File: src/rtl/iog_pkg.sv
package iog_pkg;

  // ----------------------------------------------------------------
  // Deserializer modes
  // ----------------------------------------------------------------
  typedef enum logic [1:0] {
    IOG_MODE_BY7  = 2'b00,
    IOG_MODE_BY8  = 2'b01,
    IOG_MODE_BY4  = 2'b10,
    IOG_MODE_RSVD = 2'b11
  } iog_mode_e;

  // ----------------------------------------------------------------
  // Strobe read-cycle states
  // ----------------------------------------------------------------
  typedef enum logic [1:0] {
    IOG_ST_IDLE  = 2'b00,
    IOG_ST_PRE   = 2'b01,
    IOG_ST_BURST = 2'b10
  } iog_state_e;

  // ----------------------------------------------------------------
  // Sizes, bit positions and counts
  // ----------------------------------------------------------------
  localparam int         IOG_WORD_W     = 8;
  localparam int         IOG_FIFO_D     = 16;
  localparam int         IOG_GROUPS     = 2;
  localparam int         IOG_GROUP_MAX  = 14;
  localparam int         IOG_GROUP_MIN  = 12;
  localparam int         IOG_DQ_W       = 16;
  localparam int         IOG_CAL_W      = 6;
  localparam int         IOG_DLY_D      = 64;
  localparam logic [2:0] IOG_LAST_BY7   = 3'h6;
  localparam logic [2:0] IOG_LAST_BY8   = 3'h7;
  localparam logic [2:0] IOG_LAST_BY4   = 3'h3;
  localparam int         IOG_HI_LSB     = 4;
  localparam int         IOG_NIB_W      = 4;
  // Strobe silence that closes a burst, in ns and in clocks
  localparam int         IOG_CLK_NS     = 10;
  localparam int         IOG_IDLE_NS    = 400;
  localparam int         IOG_IDLE_CYC   = IOG_IDLE_NS / IOG_CLK_NS;
  localparam logic [5:0] IOG_IDLE_LAST  = 6'(IOG_IDLE_CYC - 1);
  localparam logic [2:0] IOG_CNT_RST    = 3'h0;

  // ----------------------------------------------------------------
  // Carriers
  // ----------------------------------------------------------------
  typedef struct packed {
    logic                  valid;
    logic [IOG_DQ_W-1:0]   data;
  } iog_rd_s;

  typedef struct packed {
    logic                  valid;
    logic [IOG_WORD_W-1:0] data;
  } iog_word_s;

endpackage

File: src/rtl/iog_top.sv
// Our own choices: the plain strobed port.
`timescale 1ns/1ps

// ------------------------------------------------------------------
// Word FIFO
// ------------------------------------------------------------------
module iog_fifo #(
  parameter int W = 8,
  parameter int D = 16
) (
  // Clock and reset
  input  wire logic         clk_in,
  input  wire logic         rstn_in,
  // Fill side
  input  wire logic         in_valid_in,
  input  wire logic [W-1:0] in_data_in,
  output      logic         in_ready_out,
  // Drain side
  output      logic         out_valid_out,
  output      logic [W-1:0] out_data_out,
  input  wire logic         out_ready_in
);
  localparam int AW = $clog2(D);

  logic [W-1:0] mem_r [D];
  logic [AW-1:0] wp_r, wp_nxt, rp_r, rp_nxt;
  logic [AW:0]   cnt_r, cnt_nxt;
  logic          push, pop;

  always_comb begin
    push    = in_valid_in && (cnt_r != (AW+1)'(D));
    pop     = out_valid_out && out_ready_in;
    wp_nxt  = push ? AW'(wp_r + 1'b1) : wp_r;
    rp_nxt  = pop ? AW'(rp_r + 1'b1) : rp_r;
    cnt_nxt = cnt_r;
    if (push && !pop) begin
      cnt_nxt = (AW+1)'(cnt_r + 1'b1);
    end else if (pop && !push) begin
      cnt_nxt = (AW+1)'(cnt_r - 1'b1);
    end
  end

  always_ff @(posedge clk_in or negedge rstn_in) begin
    if (!rstn_in) begin
      wp_r  <= '0;
      rp_r  <= '0;
      cnt_r <= '0;
    end else begin
      wp_r  <= wp_nxt;
      rp_r  <= rp_nxt;
      cnt_r <= cnt_nxt;
    end
  end

  // Storage has no reset; a word is only read once counted in
  always_ff @(posedge clk_in) begin
    if (push) begin
      mem_r[wp_r] <= in_data_in;
    end
  end

  assign in_ready_out  = (cnt_r != (AW+1)'(D));
  assign out_valid_out = (cnt_r != '0);
  assign out_data_out  = mem_r[rp_r];
endmodule

// ------------------------------------------------------------------
// I/O cell capture and gearbox
// ------------------------------------------------------------------
module iog_top
  import iog_pkg::*;
#(
  parameter int DQ_W   = IOG_DQ_W,
  parameter int FIFO_D = IOG_FIFO_D,
  parameter int CELLS  = IOG_GROUP_MAX
) (
  // Clock and reset
  input  wire logic                  clock_in,
  input  wire logic                  rstn_in,
  // Tri-state control
  input  wire logic                  oe_ctrl_in,
  input  wire logic                  ddr_mode_in,
  output      logic                  oe_out,
  // Deserializer
  input  wire logic [1:0]            edge_clk_in,
  input  wire logic                  edge_sel_in,
  input  wire logic                  ser_first_in,
  input  wire logic                  ser_third_in,
  input  wire logic [1:0]            deser_mode_in,
  input  wire logic                  word_align_req_in,
  input  wire logic                  word_ready_in,
  output      logic [IOG_WORD_W-1:0] word_out,
  output      logic                  word_valid_out,
  output      logic                  overrun_out,
  // Strobe and read data
  input  wire logic                  dqs_in,
  input  wire logic [DQ_W-1:0]       dq_in,
  input  wire logic [IOG_CAL_W-1:0]  cal_code_in,
  output      logic                  read_strobe_clk_out,
  output      logic                  write_strobe_clk_out,
  output      logic                  capture_polarity_sel_out,
  output      logic                  read_data_valid_out,
  output      logic [DQ_W-1:0]       rd_data_out
);

  // ----------------------------------------------------------------
  // Reset release and pin synchronizers
  // ----------------------------------------------------------------
  logic [1:0]      rst_sync_r;
  logic            rstn;
  logic [1:0]      eclk_s1_r, eclk_s2_r;
  logic [1:0]      ser_s1_r, ser_s2_r;
  logic            dqs_s1_r, dqs_s2_r;
  logic [DQ_W-1:0] dq_s1_r, dq_s2_r;

  always_ff @(posedge clock_in or negedge rstn_in) begin
    if (!rstn_in) begin
      rst_sync_r <= 2'b00;
    end else begin
      rst_sync_r <= {rst_sync_r[0], 1'b1};
    end
  end
  assign rstn = rst_sync_r[1];

  always_ff @(posedge clock_in or negedge rstn) begin
    if (!rstn) begin
      eclk_s1_r <= '0;
      eclk_s2_r <= '0;
      ser_s1_r  <= '0;
      ser_s2_r  <= '0;
      dqs_s1_r  <= 1'b1;
      dqs_s2_r  <= 1'b1;
      dq_s1_r   <= '0;
      dq_s2_r   <= '0;
    end else begin
      eclk_s1_r <= edge_clk_in;
      eclk_s2_r <= eclk_s1_r;
      ser_s1_r  <= {ser_third_in, ser_first_in};
      ser_s2_r  <= ser_s1_r;
      dqs_s1_r  <= dqs_in;
      dqs_s2_r  <= dqs_s1_r;
      dq_s1_r   <= dq_in;
      dq_s2_r   <= dq_s1_r;
    end
  end

  // ----------------------------------------------------------------
  // Deserializer bit capture
  // ----------------------------------------------------------------
  iog_mode_e       mode;
  logic            eclk_d_r, eclk_d_nxt, eclk_cur, bit_evt;
  logic [2:0]      cnt_r, cnt_nxt, last;
  logic [7:0]      sh_a_r, sh_a_nxt;
  logic [3:0]      sh_c_r, sh_c_nxt;
  logic            slip_r, slip_nxt;
  iog_word_s       push_w;
  logic            fifo_rdy, fifo_vld;
  logic [7:0]      fifo_dat;

  assign mode = iog_mode_e'(deser_mode_in);

  always_comb begin
    eclk_cur   = edge_sel_in ? eclk_s2_r[1] : eclk_s2_r[0];
    eclk_d_nxt = eclk_cur;
    bit_evt    = eclk_cur ^ eclk_d_r; // Both edges carry a bit
    case (mode)
      IOG_MODE_BY7: last = IOG_LAST_BY7;
      IOG_MODE_BY8: last = IOG_LAST_BY8;
      default:      last = IOG_LAST_BY4;
    endcase
    sh_a_nxt    = sh_a_r;
    sh_c_nxt    = sh_c_r;
    cnt_nxt     = cnt_r;
    slip_nxt    = slip_r | word_align_req_in;
    push_w      = '0;
    if (bit_evt) begin
      sh_a_nxt = {sh_a_r[6:0], ser_s2_r[0]};
      sh_c_nxt = {sh_c_r[2:0], ser_s2_r[1]};
      if (slip_r) begin
        // Bit is swallowed: boundary moves one bit later
        slip_nxt = word_align_req_in;
      end else if (cnt_r == last) begin
        cnt_nxt      = IOG_CNT_RST;
        push_w.valid = 1'b1;
        case (mode)
          IOG_MODE_BY7:
            push_w.data = {1'b0, sh_a_nxt[6:0]};
          IOG_MODE_BY8:
            push_w.data = sh_a_nxt;
          default:
            push_w.data = {sh_a_nxt[3:0], sh_c_nxt};
        endcase
      end else begin
        cnt_nxt = 3'(cnt_r + 1'b1);
      end
    end
  end

  always_ff @(posedge clock_in or negedge rstn) begin
    if (!rstn) begin
      eclk_d_r <= 1'b0;
      cnt_r    <= IOG_CNT_RST;
      sh_a_r   <= '0;
      sh_c_r   <= '0;
      slip_r   <= 1'b0;
    end else begin
      eclk_d_r <= eclk_d_nxt;
      cnt_r    <= cnt_nxt;
      sh_a_r   <= sh_a_nxt;
      sh_c_r   <= sh_c_nxt;
      slip_r   <= slip_nxt;
    end
  end

  // Serial stream cannot stall, so a full FIFO loses the word
  iog_fifo #(
    .W (IOG_WORD_W),
    .D (FIFO_D)
  ) u_fifo (
    .clk_in        (clock_in),
    .rstn_in       (rstn),
    .in_valid_in   (push_w.valid),
    .in_data_in    (push_w.data),
    .in_ready_out  (fifo_rdy),
    .out_valid_out (fifo_vld),
    .out_data_out  (fifo_dat),
    .out_ready_in  (word_ready_in)
  );

  // ----------------------------------------------------------------
  // Parallel word to core
  // ----------------------------------------------------------------
  logic [7:0] word_r, word_nxt;
  logic       wvld_r, wvld_nxt, ovr_r, ovr_nxt;

  always_comb begin
    word_nxt = word_r;
    wvld_nxt = fifo_vld && word_ready_in;
    if (fifo_vld && word_ready_in) begin
      word_nxt = fifo_dat;
    end
    ovr_nxt = ovr_r | (push_w.valid & ~fifo_rdy);
  end

  always_ff @(posedge clock_in or negedge rstn) begin
    if (!rstn) begin
      word_r <= '0;
      wvld_r <= 1'b0;
      ovr_r  <= 1'b0;
    end else begin
      word_r <= word_nxt;
      wvld_r <= wvld_nxt;
      ovr_r  <= ovr_nxt;
    end
  end

  // ----------------------------------------------------------------
  // Strobe delay and derived strobe clocks
  // ----------------------------------------------------------------
  logic [IOG_DLY_D-1:0] dly_r, dly_nxt;
  logic                 rsc_r, rsc_nxt, wsc_r, wsc_nxt;
  logic                 rsc_d_r, wsc_d_r, ws_rise;

  always_comb begin
    dly_nxt = {dly_r[IOG_DLY_D-2:0], dqs_s2_r};
    rsc_nxt = dly_r[cal_code_in];
    wsc_nxt = ~dqs_s2_r;
    ws_rise = wsc_r & ~wsc_d_r;
  end

  always_ff @(posedge clock_in or negedge rstn) begin
    if (!rstn) begin
      dly_r   <= '1;
      rsc_r   <= 1'b1;
      wsc_r   <= 1'b0;
      rsc_d_r <= 1'b1;
      wsc_d_r <= 1'b0;
    end else begin
      dly_r   <= dly_nxt;
      rsc_r   <= rsc_nxt;
      wsc_r   <= wsc_nxt;
      rsc_d_r <= rsc_r;
      wsc_d_r <= wsc_r;
    end
  end

  // ----------------------------------------------------------------
  // Tri-state path
  // ----------------------------------------------------------------
  logic oe_reg_r, oe_ddr_r, oe_ddr_nxt, oe_out_r, oe_out_nxt;

  always_comb begin
    oe_ddr_nxt = ws_rise ? oe_reg_r : oe_ddr_r;
    oe_out_nxt = ddr_mode_in ? oe_ddr_r : oe_ctrl_in;
  end

  // SDR flop doubles as the output flop; DDR adds two stages
  always_ff @(posedge clock_in or negedge rstn) begin
    if (!rstn) begin
      oe_reg_r <= 1'b0;
      oe_ddr_r <= 1'b0;
      oe_out_r <= 1'b0;
    end else begin
      oe_reg_r <= oe_ctrl_in;
      oe_ddr_r <= oe_ddr_nxt;
      oe_out_r <= oe_out_nxt;
    end
  end

  // ----------------------------------------------------------------
  // Read cycle: preamble, polarity and capture
  // ----------------------------------------------------------------
  iog_state_e      st_r, st_nxt;
  logic            phase_r, pol_r, pol_nxt;
  logic [5:0]      quiet_r, quiet_nxt;
  logic            rs_edge, rs_rise;
  logic [DQ_W-1:0] hold_r, hold_nxt, rd_r, rd_nxt;
  logic            held_r, held_nxt, rdv_r, rdv_nxt;

  always_comb begin
    rs_edge   = rsc_r ^ rsc_d_r;
    rs_rise   = rsc_r & ~rsc_d_r;
    st_nxt    = st_r;
    pol_nxt   = pol_r;
    quiet_nxt = rs_edge ? '0 : 6'(quiet_r + 1'b1);
    hold_nxt  = hold_r;
    held_nxt  = held_r;
    rd_nxt    = rd_r;
    rdv_nxt   = 1'b0;
    case (st_r)
      IOG_ST_IDLE: begin
        held_nxt = 1'b0;
        // Only a fall from idle opens a preamble; postamble low is not one
        if (rs_edge && !rsc_r) begin
          st_nxt = IOG_ST_PRE;
        end
      end
      IOG_ST_PRE: begin
        if (rs_rise) begin
          st_nxt  = IOG_ST_BURST;
          pol_nxt = phase_r;
          hold_nxt = dq_s2_r;
          held_nxt = 1'b1;
        end
      end
      IOG_ST_BURST: begin
        if (rs_edge) begin
          hold_nxt = dq_s2_r;
          held_nxt = 1'b1;
        end else if (quiet_r == IOG_IDLE_LAST) begin
          st_nxt = IOG_ST_IDLE;
        end
      end
      default: st_nxt = IOG_ST_IDLE;
    endcase
    // Transfer only on the chosen phase; a strobe edge in that cycle keeps the new sample held
    if (held_r && (phase_r == pol_r)) begin
      rd_nxt  = hold_r;
      rdv_nxt = 1'b1;
      if (!rs_edge) begin
        held_nxt = 1'b0;
      end
    end
  end

  always_ff @(posedge clock_in or negedge rstn) begin
    if (!rstn) begin
      st_r    <= IOG_ST_IDLE;
      phase_r <= 1'b0;
      pol_r   <= 1'b0;
      quiet_r <= '0;
      hold_r  <= '0;
      held_r  <= 1'b0;
      rd_r    <= '0;
      rdv_r   <= 1'b0;
    end else begin
      st_r    <= st_nxt;
      phase_r <= ~phase_r;
      pol_r   <= pol_nxt;
      quiet_r <= quiet_nxt;
      hold_r  <= hold_nxt;
      held_r  <= held_nxt;
      rd_r    <= rd_nxt;
      rdv_r   <= rdv_nxt;
    end
  end

  // ----------------------------------------------------------------
  // Outputs, all from flops; group sizing width
  // ----------------------------------------------------------------
  assign oe_out                   = oe_out_r;
  assign word_out                 = word_r;
  assign word_valid_out           = wvld_r;
  assign overrun_out              = ovr_r;
  assign read_strobe_clk_out      = rsc_r;
  assign write_strobe_clk_out     = wsc_r;
  assign capture_polarity_sel_out = pol_r;
  assign read_data_valid_out      = rdv_r;
  assign rd_data_out              = rd_r;

endmodule

File: config.mk
export PLATFORM = sky130hd
export DESIGN_NAME = iog_top
export DESIGN_NICKNAME = d
export VERILOG_FILES = /design/src/rtl/iog_pkg.sv /design/src/rtl/iog_top.sv
export SDC_FILE = /design/constraint.sdc
export NUM_CORES = 1
export LEC_CHECK = 0
export BUFFER_PORTS_ARGS = -buffer_cell sky130_fd_sc_hd__buf_2
export CAP_MARGIN = 20
export CORE_ASPECT_RATIO = 1.4
export CORE_MARGIN = 1.5
export CORE_UTILIZATION = 54
export CTS_CLUSTER_DIAMETER = 100
export CTS_CLUSTER_SIZE = 28
export DETAILED_ROUTE_END_ITERATION = 7
export PLACE_DENSITY = 0.75
export SYNTH_ARGS = -nofsm -noshare
export SYNTH_HDL_FRONTEND = slang
export SYNTH_SLANG_ARGS = --single-unit
File: constraint.sdc
create_clock -name clock_in -period 5.8 [get_ports clock_in]
set_clock_uncertainty 0.1 [all_clocks]
set_input_delay 0.29 -clock clock_in [delete_from_list [all_inputs] [get_ports clock_in]]
set_output_delay 0.29 -clock clock_in [all_outputs]
set_load 0.01 [all_outputs]
## Word-level counts from Yosys, hierarchy flattened

Memory sizes are Yosys's and may differ from the RTL's. A register that Yosys moved wholly into a read port is not among the register bits.
Cells that the tools add are included.

| storage, ports and cells | value |
|---|---|
| bits of input ports | 36 |
| memory bits (writable) | 128 |
| bits in registers | 189 |
| logic and storage cells | 118 |
| ROM bits | 0 |
| memories kept | 1 |
| latch bits | 0 |

| cells by class | value |
|---|---|
| reduce and logical (&&, ||, !) cells | 19 |
| $mul | 0 |
| multiplexer cells | 31 |
| bitwise logic cells | 13 |
| eq/ne operators | 12 |
| shifts and indexed selects | 0 |
| $add $sub $neg | 6 |
| $lt $le $gt $ge | 1 |
| div/mod/pow operators | 0 |

Memory list:

| memory | depth | bits a word | rd ports | clocked after memory_dff | write ports | line | text |
|---|---|---|---|---|---|---|---|
| u_fifo.mem_r | 16 | 8 | 1 | 1 | 1 | iog_top.sv:25 | `logic [W-1:0] mem_r [D];` |

Operators by type and width:

| kind | number |
|---|---|
| $mux W16 | 2 |
| $pmux W16 S2 | 1 |
| $mux W9 | 3 |
| $pmux W8 S2 | 1 |
| $mux W1 | 12 |
| $mux W5 | 2 |
| $ne A2 B2 Y1 const B | 5 |
| $add A4 B1 Y4 const B | 2 |
| $mux W2 | 4 |
| $lt A6 B7 Y1 const B | 1 |
| $add A6 B1 Y6 const B | 1 |
| $bmux W1 S6 | 1 |
| $eq A6 B6 Y1 const B | 1 |
| $logic_and A1 B1 Y1 | 6 |
| $mux W6 | 1 |
| $not A1 Y1 | 6 |
| $pmux W2 S3 | 1 |
| $pmux W3 S2 | 1 |
| $add A5 B1 Y5 const B | 1 |
| $ne A5 B5 Y1 const B | 1 |
| $reduce_bool A5 Y1 | 1 |
| $sub A5 B1 Y5 const B | 1 |
| $eq A2 B1 Y1 const B | 2 |
| $logic_not A1 Y1 | 4 |
| 14 further kinds | 21 |

## Depth between registers and ports, before layout

| depth | value |
|---|---|
| depth in word-level cells | 11 |
| depth in mapped cells | 13 |
| gate-level depth less buffers | 13 |

## Cells and area by module

A second synthesis with hierarchy kept.

| unflattened totals | value |
|---|---|
| cells, all modules | 731 |
| area, all modules | 12210.5 um^2 |

Modules (own cells, without submodules):

| module | seq. area each (um^2) | cells each | area each (um^2) | times used |
|---|---|---|---|---|
| iog_top | 4689.5 | 413 | 6439.9 | 1 |
| iog_fifo | 4169.0 | 318 | 5770.5 | 1 |

## Worst setup path after synthesis

No wires, ideal clock.

| timing path | value |
|---|---|
| kind | reg2reg |
| start point | reg u_fifo.cnt_r[1] |
| end point | reg u_fifo.cnt_r[4] |
| slack | 2818 ps |
| period minus slack after synthesis | 2982 ps |
| data arrival time | 2802 ps |
| setup time | 79 ps |
| stages on the path, launching flop included | 12 |
| cells stage by stage | dfrtp_1 > or4_1 > o21ai_1 > buf_4 > ha_1 > inv_1 > ha_1 > nor2b_1 > o21a_1 > or3_1 > a21oi_1 > xor2_1 |

| between the ends | value |
|---|---|
| longest elaborated chain between the ends | 5 |

Ends and longest elaborated chain:

| element | line | text |
|---|---|---|
| from (decl) | iog_top.sv:27 | `logic [AW:0] cnt_r, cnt_nxt;` |
| from (signal assigned) | iog_top.sv:51 | `cnt_r <= cnt_nxt;` |
| branches (longest 5 deep; another with $sub A5 B1 Y5) | - |  |

Several ways; the timed one is not identified. The select of a mux whose other input is x is not followed.
A chain may end at the register's enable or synchronous reset.

## Worst setup path in the final report

| timing path | value |
|---|---|
| start point | reg eclk_s2_r[1] |
| end point | reg u_fifo.cnt_r[4] |

| between the ends | value |
|---|---|
| longest elaborated chain between the ends | 7 |

Ends and longest elaborated chain:

| element | line | text |
|---|---|---|
| from (decl) | iog_top.sv:111 | `logic [1:0] eclk_s1_r, eclk_s2_r;` |
| from (signal assigned) | iog_top.sv:137 | `eclk_s2_r <= eclk_s1_r;` |
| $mux W1 * | iog_top.sv:163 | `eclk_cur = edge_sel_in ? eclk_s2_r[1] : eclk_s2_r[0];` |
| $xor A1 B1 Y1 * | iog_top.sv:165 | `bit_evt = eclk_cur ^ eclk_d_r;` |
| $mux W9 * | iog_top.sv:176 | `if (bit_evt) begin` |
| $logic_and A1 B1 Y1 * | iog_top.sv:31 | `push = in_valid_in && (cnt_r != (AW+1)'(D));` |
| named net u_fifo.push | iog_top.sv:28 | `logic push, pop;` |
| $logic_not A1 Y1 | iog_top.sv:38 | `end else if (pop && !push) begin` |
| $logic_and A1 B1 Y1 | iog_top.sv:38 |  |
| $reduce_bool A2 Y1 (no line) | - |  |

The timed path passes the listed nets; every way through them passes the cells marked *.

==> run metrics <==
post-CTS setup buffers=0; Leak Pwr=about 5.3 nW; top cells by count, synth=129 x dfrtp_1, 128 x edfxtp_1, 126 x nand2_1; Synth Flop Type=dfrtp_1; Wirelength per Cell=approximately 19 µm; dpl hpwl=13.99 mm; Num CTS Buffers=15; CTS Buffer Depth=3; All-Layer GR Usage=about a fifth; CP top delay family=XOR/XNOR gates; worst r2r path cells=13; final hold viol count=0; Routed Antenna Nets=0; Diodes inserted=0; fin worst setup slack=between 1.5 and 2 ns; slowest cell on the critical path=xnor2_1; RePlAce Congestion=about 0.78; crit-path cells=mux2i_1 -> xnor2_1 -> o2111a_1 -> nand2_1 -> inv_1 -> ha_1 -> inv_1 -> ha_1 -> nor2b_1 -> o21a_1 -> or3_1 -> a21oi_1 -> xor2_1; drt via density=5.425; Starting DRT DRC Count=369; Clock transition at path regs=between 0.1 and 0.15 ns; grt total ovfl=0; H-tree Lvls=1; nets=~870; max frequency=between 200 and 300 MHz; WL final=roughly 21 mm; Synth area leader=edfxtp_1; MaxCap Viol Count=0; final period demand of the worst path=between 3 and 4 ns; Hold Path Class=input port to flip-flop; Finish-stage setup viols=0; initial core utilization=a little under three fifths; number of flops mapped to enable cells by yosys=128; root buffer cell=clkbuf_16; Synth Register Bits=between 300 and 400; Die Width=130.1 µm; actual slew at the worst max-slew pin=roughly 1.1 ns; RSZ-0062 raised after global routing=false; Critical Path Max Stage Delay=roughly 0.84 ns; share of cells above drive strength 1=a little over a quarter; yosys warns=0; top-count cell post-synth=dfrtp_1; number of cells upsized or downsized after cts=0; CP max FO=14; Core Rows=64; core area=about 0.022 mm²; fin crit share=between 60 and 70%; Clock Sinks=325; Worst setup SP type=flip-flop; routed vias=roughly 6.1k; ys async rst share=between 60% and 70%; Worst Hold Slack=0.01489 ns; synthesized area=0.01222 mm²; worst hold stages=3; Worst path depth=13; Distinct cells, synth=between 40 and 50; Max Slew Vio Count=0; vias in the first global route=between 6k and 7k; Detailed Routing Iterations Pass 1=4; worst skew pair latency=approximately 0.5 ns; CTS tree=yes; sequential share of the synthesized area=between 70 and 80%; DIE AREA=0.02355 mm²; status=complete, no violations; Area contributors post-synth=edfxtp_1 31%, dfrtp_1 26%, dfstp_2 15%; global-route wire length before repair=approximately 34 mm; drt drc=0; I/O Pins=67; Setup TNS=0 ns; Filler Cell Count=1613; post-synthesis area per instance=approximately 17 µm²; critical path arrival=~4.2 ns; pin count of the biggest net entering global routing=a little under 200; Die Y=181.0 µm; CP Class=flip-flop to flip-flop; Buf+Inv Stages, Crit Path=2; area delta synth->final=10.70%; Pwr Total=between 5 and 6 mW; Buffers on Ports=between 60 and 70; Post-Syn Nets=~780; Max-slew headroom=26.07%; worst slack, placed=approximately 1.9 ns; Yosys top cell area share=a little under a third; initial antenna violation count=0; Crit. End Element=flip-flop; Critical Path RT=6.12 ns; Max IR drop VDD=just over 300 µV; Pwr Density=386.5 mW/mm²; Post-Syn Instances=720
[timing repair]
| item | in CTS | in global routing |
|---|---|---|
| setup endpoints to repair | 0 | 0 |
| hold buffers | 26 | 0 |
| hold endpoints to repair | 27 | 0 |
[final timing paths]
check / startpoint / end / slack (ns)
max: eclk_s2_r[1]$_DFF_PN0_ / u_fifo.cnt_r[4]$_DFFE_PN0P_ / 1.95
min: edge_sel_in / eclk_d_r$_DFF_PN0_ / 0.01
max reg2reg: eclk_s2_r[1]$_DFF_PN0_ / u_fifo.cnt_r[4]$_DFFE_PN0P_ / 1.95
min reg2reg: dly_r[56]$_DFF_PN1_ / dly_r[57]$_DFF_PN1_ / 0.25
max in group asynchronous: rst_sync_r[1]$_DFF_PN0_ / dq_s2_r[1]$_DFF_PN0_ / 4.44
min in group asynchronous: rstn_in / rst_sync_r[0]$_DFF_PN0_ / 0.02
[cells in the final DEF, fill, tap and decap left out, drive strengths merged, types with 2 or more instances in the layout]
cell type and count:
a21oi 7, and2 4, buf 77, clkbuf 24
clkinv 2, dfrtp 129, dfstp 68, dlygate4sd3 26
edfxtp 128, ha 18, inv 20, mux2 19
mux2i 18, mux4 56, nand2 126, nand2b 7
nand3 8, nand4 3, nor2 23, nor2b 4
nor3 5, nor4 3, o21ai 11, o22ai 3
xnor2 12, xor2 5
[tightest hold or removal path: cells and delay by family]
family | cells | cell delay, ns
buffers and inverters | 2 | 0.17
multiplexers | 1 | 0.12
[registers in the layout, indices dropped and copies added, names as in the netlist, 3 cells and up]
register / count
u_fifo.rp_r: 4
sh_c_r: 3
u_fifo.mem_r: 128
u_fifo.cnt_r: 5
sh_a_r: 7
dq_s2_r: 16
quiet_r: 6
dq_s1_r: 16
hold_r: 16
dly_r: 64
word_out: 8
cnt_r: 3
rd_data_out: 16
u_fifo.wp_r: 4
[area by class of cell]
type	instances	area, µm²	share of cell area [%]
flip-flops and latches	325	8862	65.52
multi-input cells	348	3107	22.97
repair buffers	103	675.6	4.995
clock buffers	24	409.1	3.025
well taps	297	371.6	2.747
inverters	20	75.07	0.5550
clock inverters	2	25.02	0.1850
[cell families (layout without fill, tap and decap cells)]
family / count (synthesis) / count (layout) / synth area share, %
AO/OA/AOI/OAI: 31 / 31 / 1.618
flip-flops: 325 / 325 / 72.50
multiplexers: 93 / 93 / 14.13
adder cells (fa/ha/maj): 19 / 19 / 2.007
XOR/XNOR: 17 / 17 / 1.219
AND/OR/NAND/NOR: 187 / 187 / 6.421
buffers and inverters: 47 / 149 / 2.069
other: 1 / 1 / 0.03069
[report_power, final]
| part | leakage (nW) | total, mW | switching, mW | internal (mW) |
|---|---|---|---|---|
| Clock | 0.207 | 1.16 | 0.655 | 0.501 |
| Combinational | 1.75 | 1.19 | 0.618 | 0.571 |
| Sequential | 3.39 | 2.88 | 0.213 | 2.67 |
| Total | 5.35 | 5.23 | 1.49 | 3.74 |
[metrics by stage]
stage / area, µm² / utilization [%] / cells
after floorplan: 12220 / - / 720
after global placement: 12780 / 58.04 / 1059
after detailed placement: 12790 / 58.06 / 1060
after CTS: 13480 / 61.22 / 1112
after global routing: 13530 / 61.42 / 1119
final: 13530 / 61.42 / 1119
[per-layer routing]
metal	share of wire [%]	GRT usage [%]
met1	38	23.12
met2	56	34.44
met4	2.6	6.489
met3	2.8	1.629
met5	0	0
Note: power is estimated with default switching activity, not from simulation.
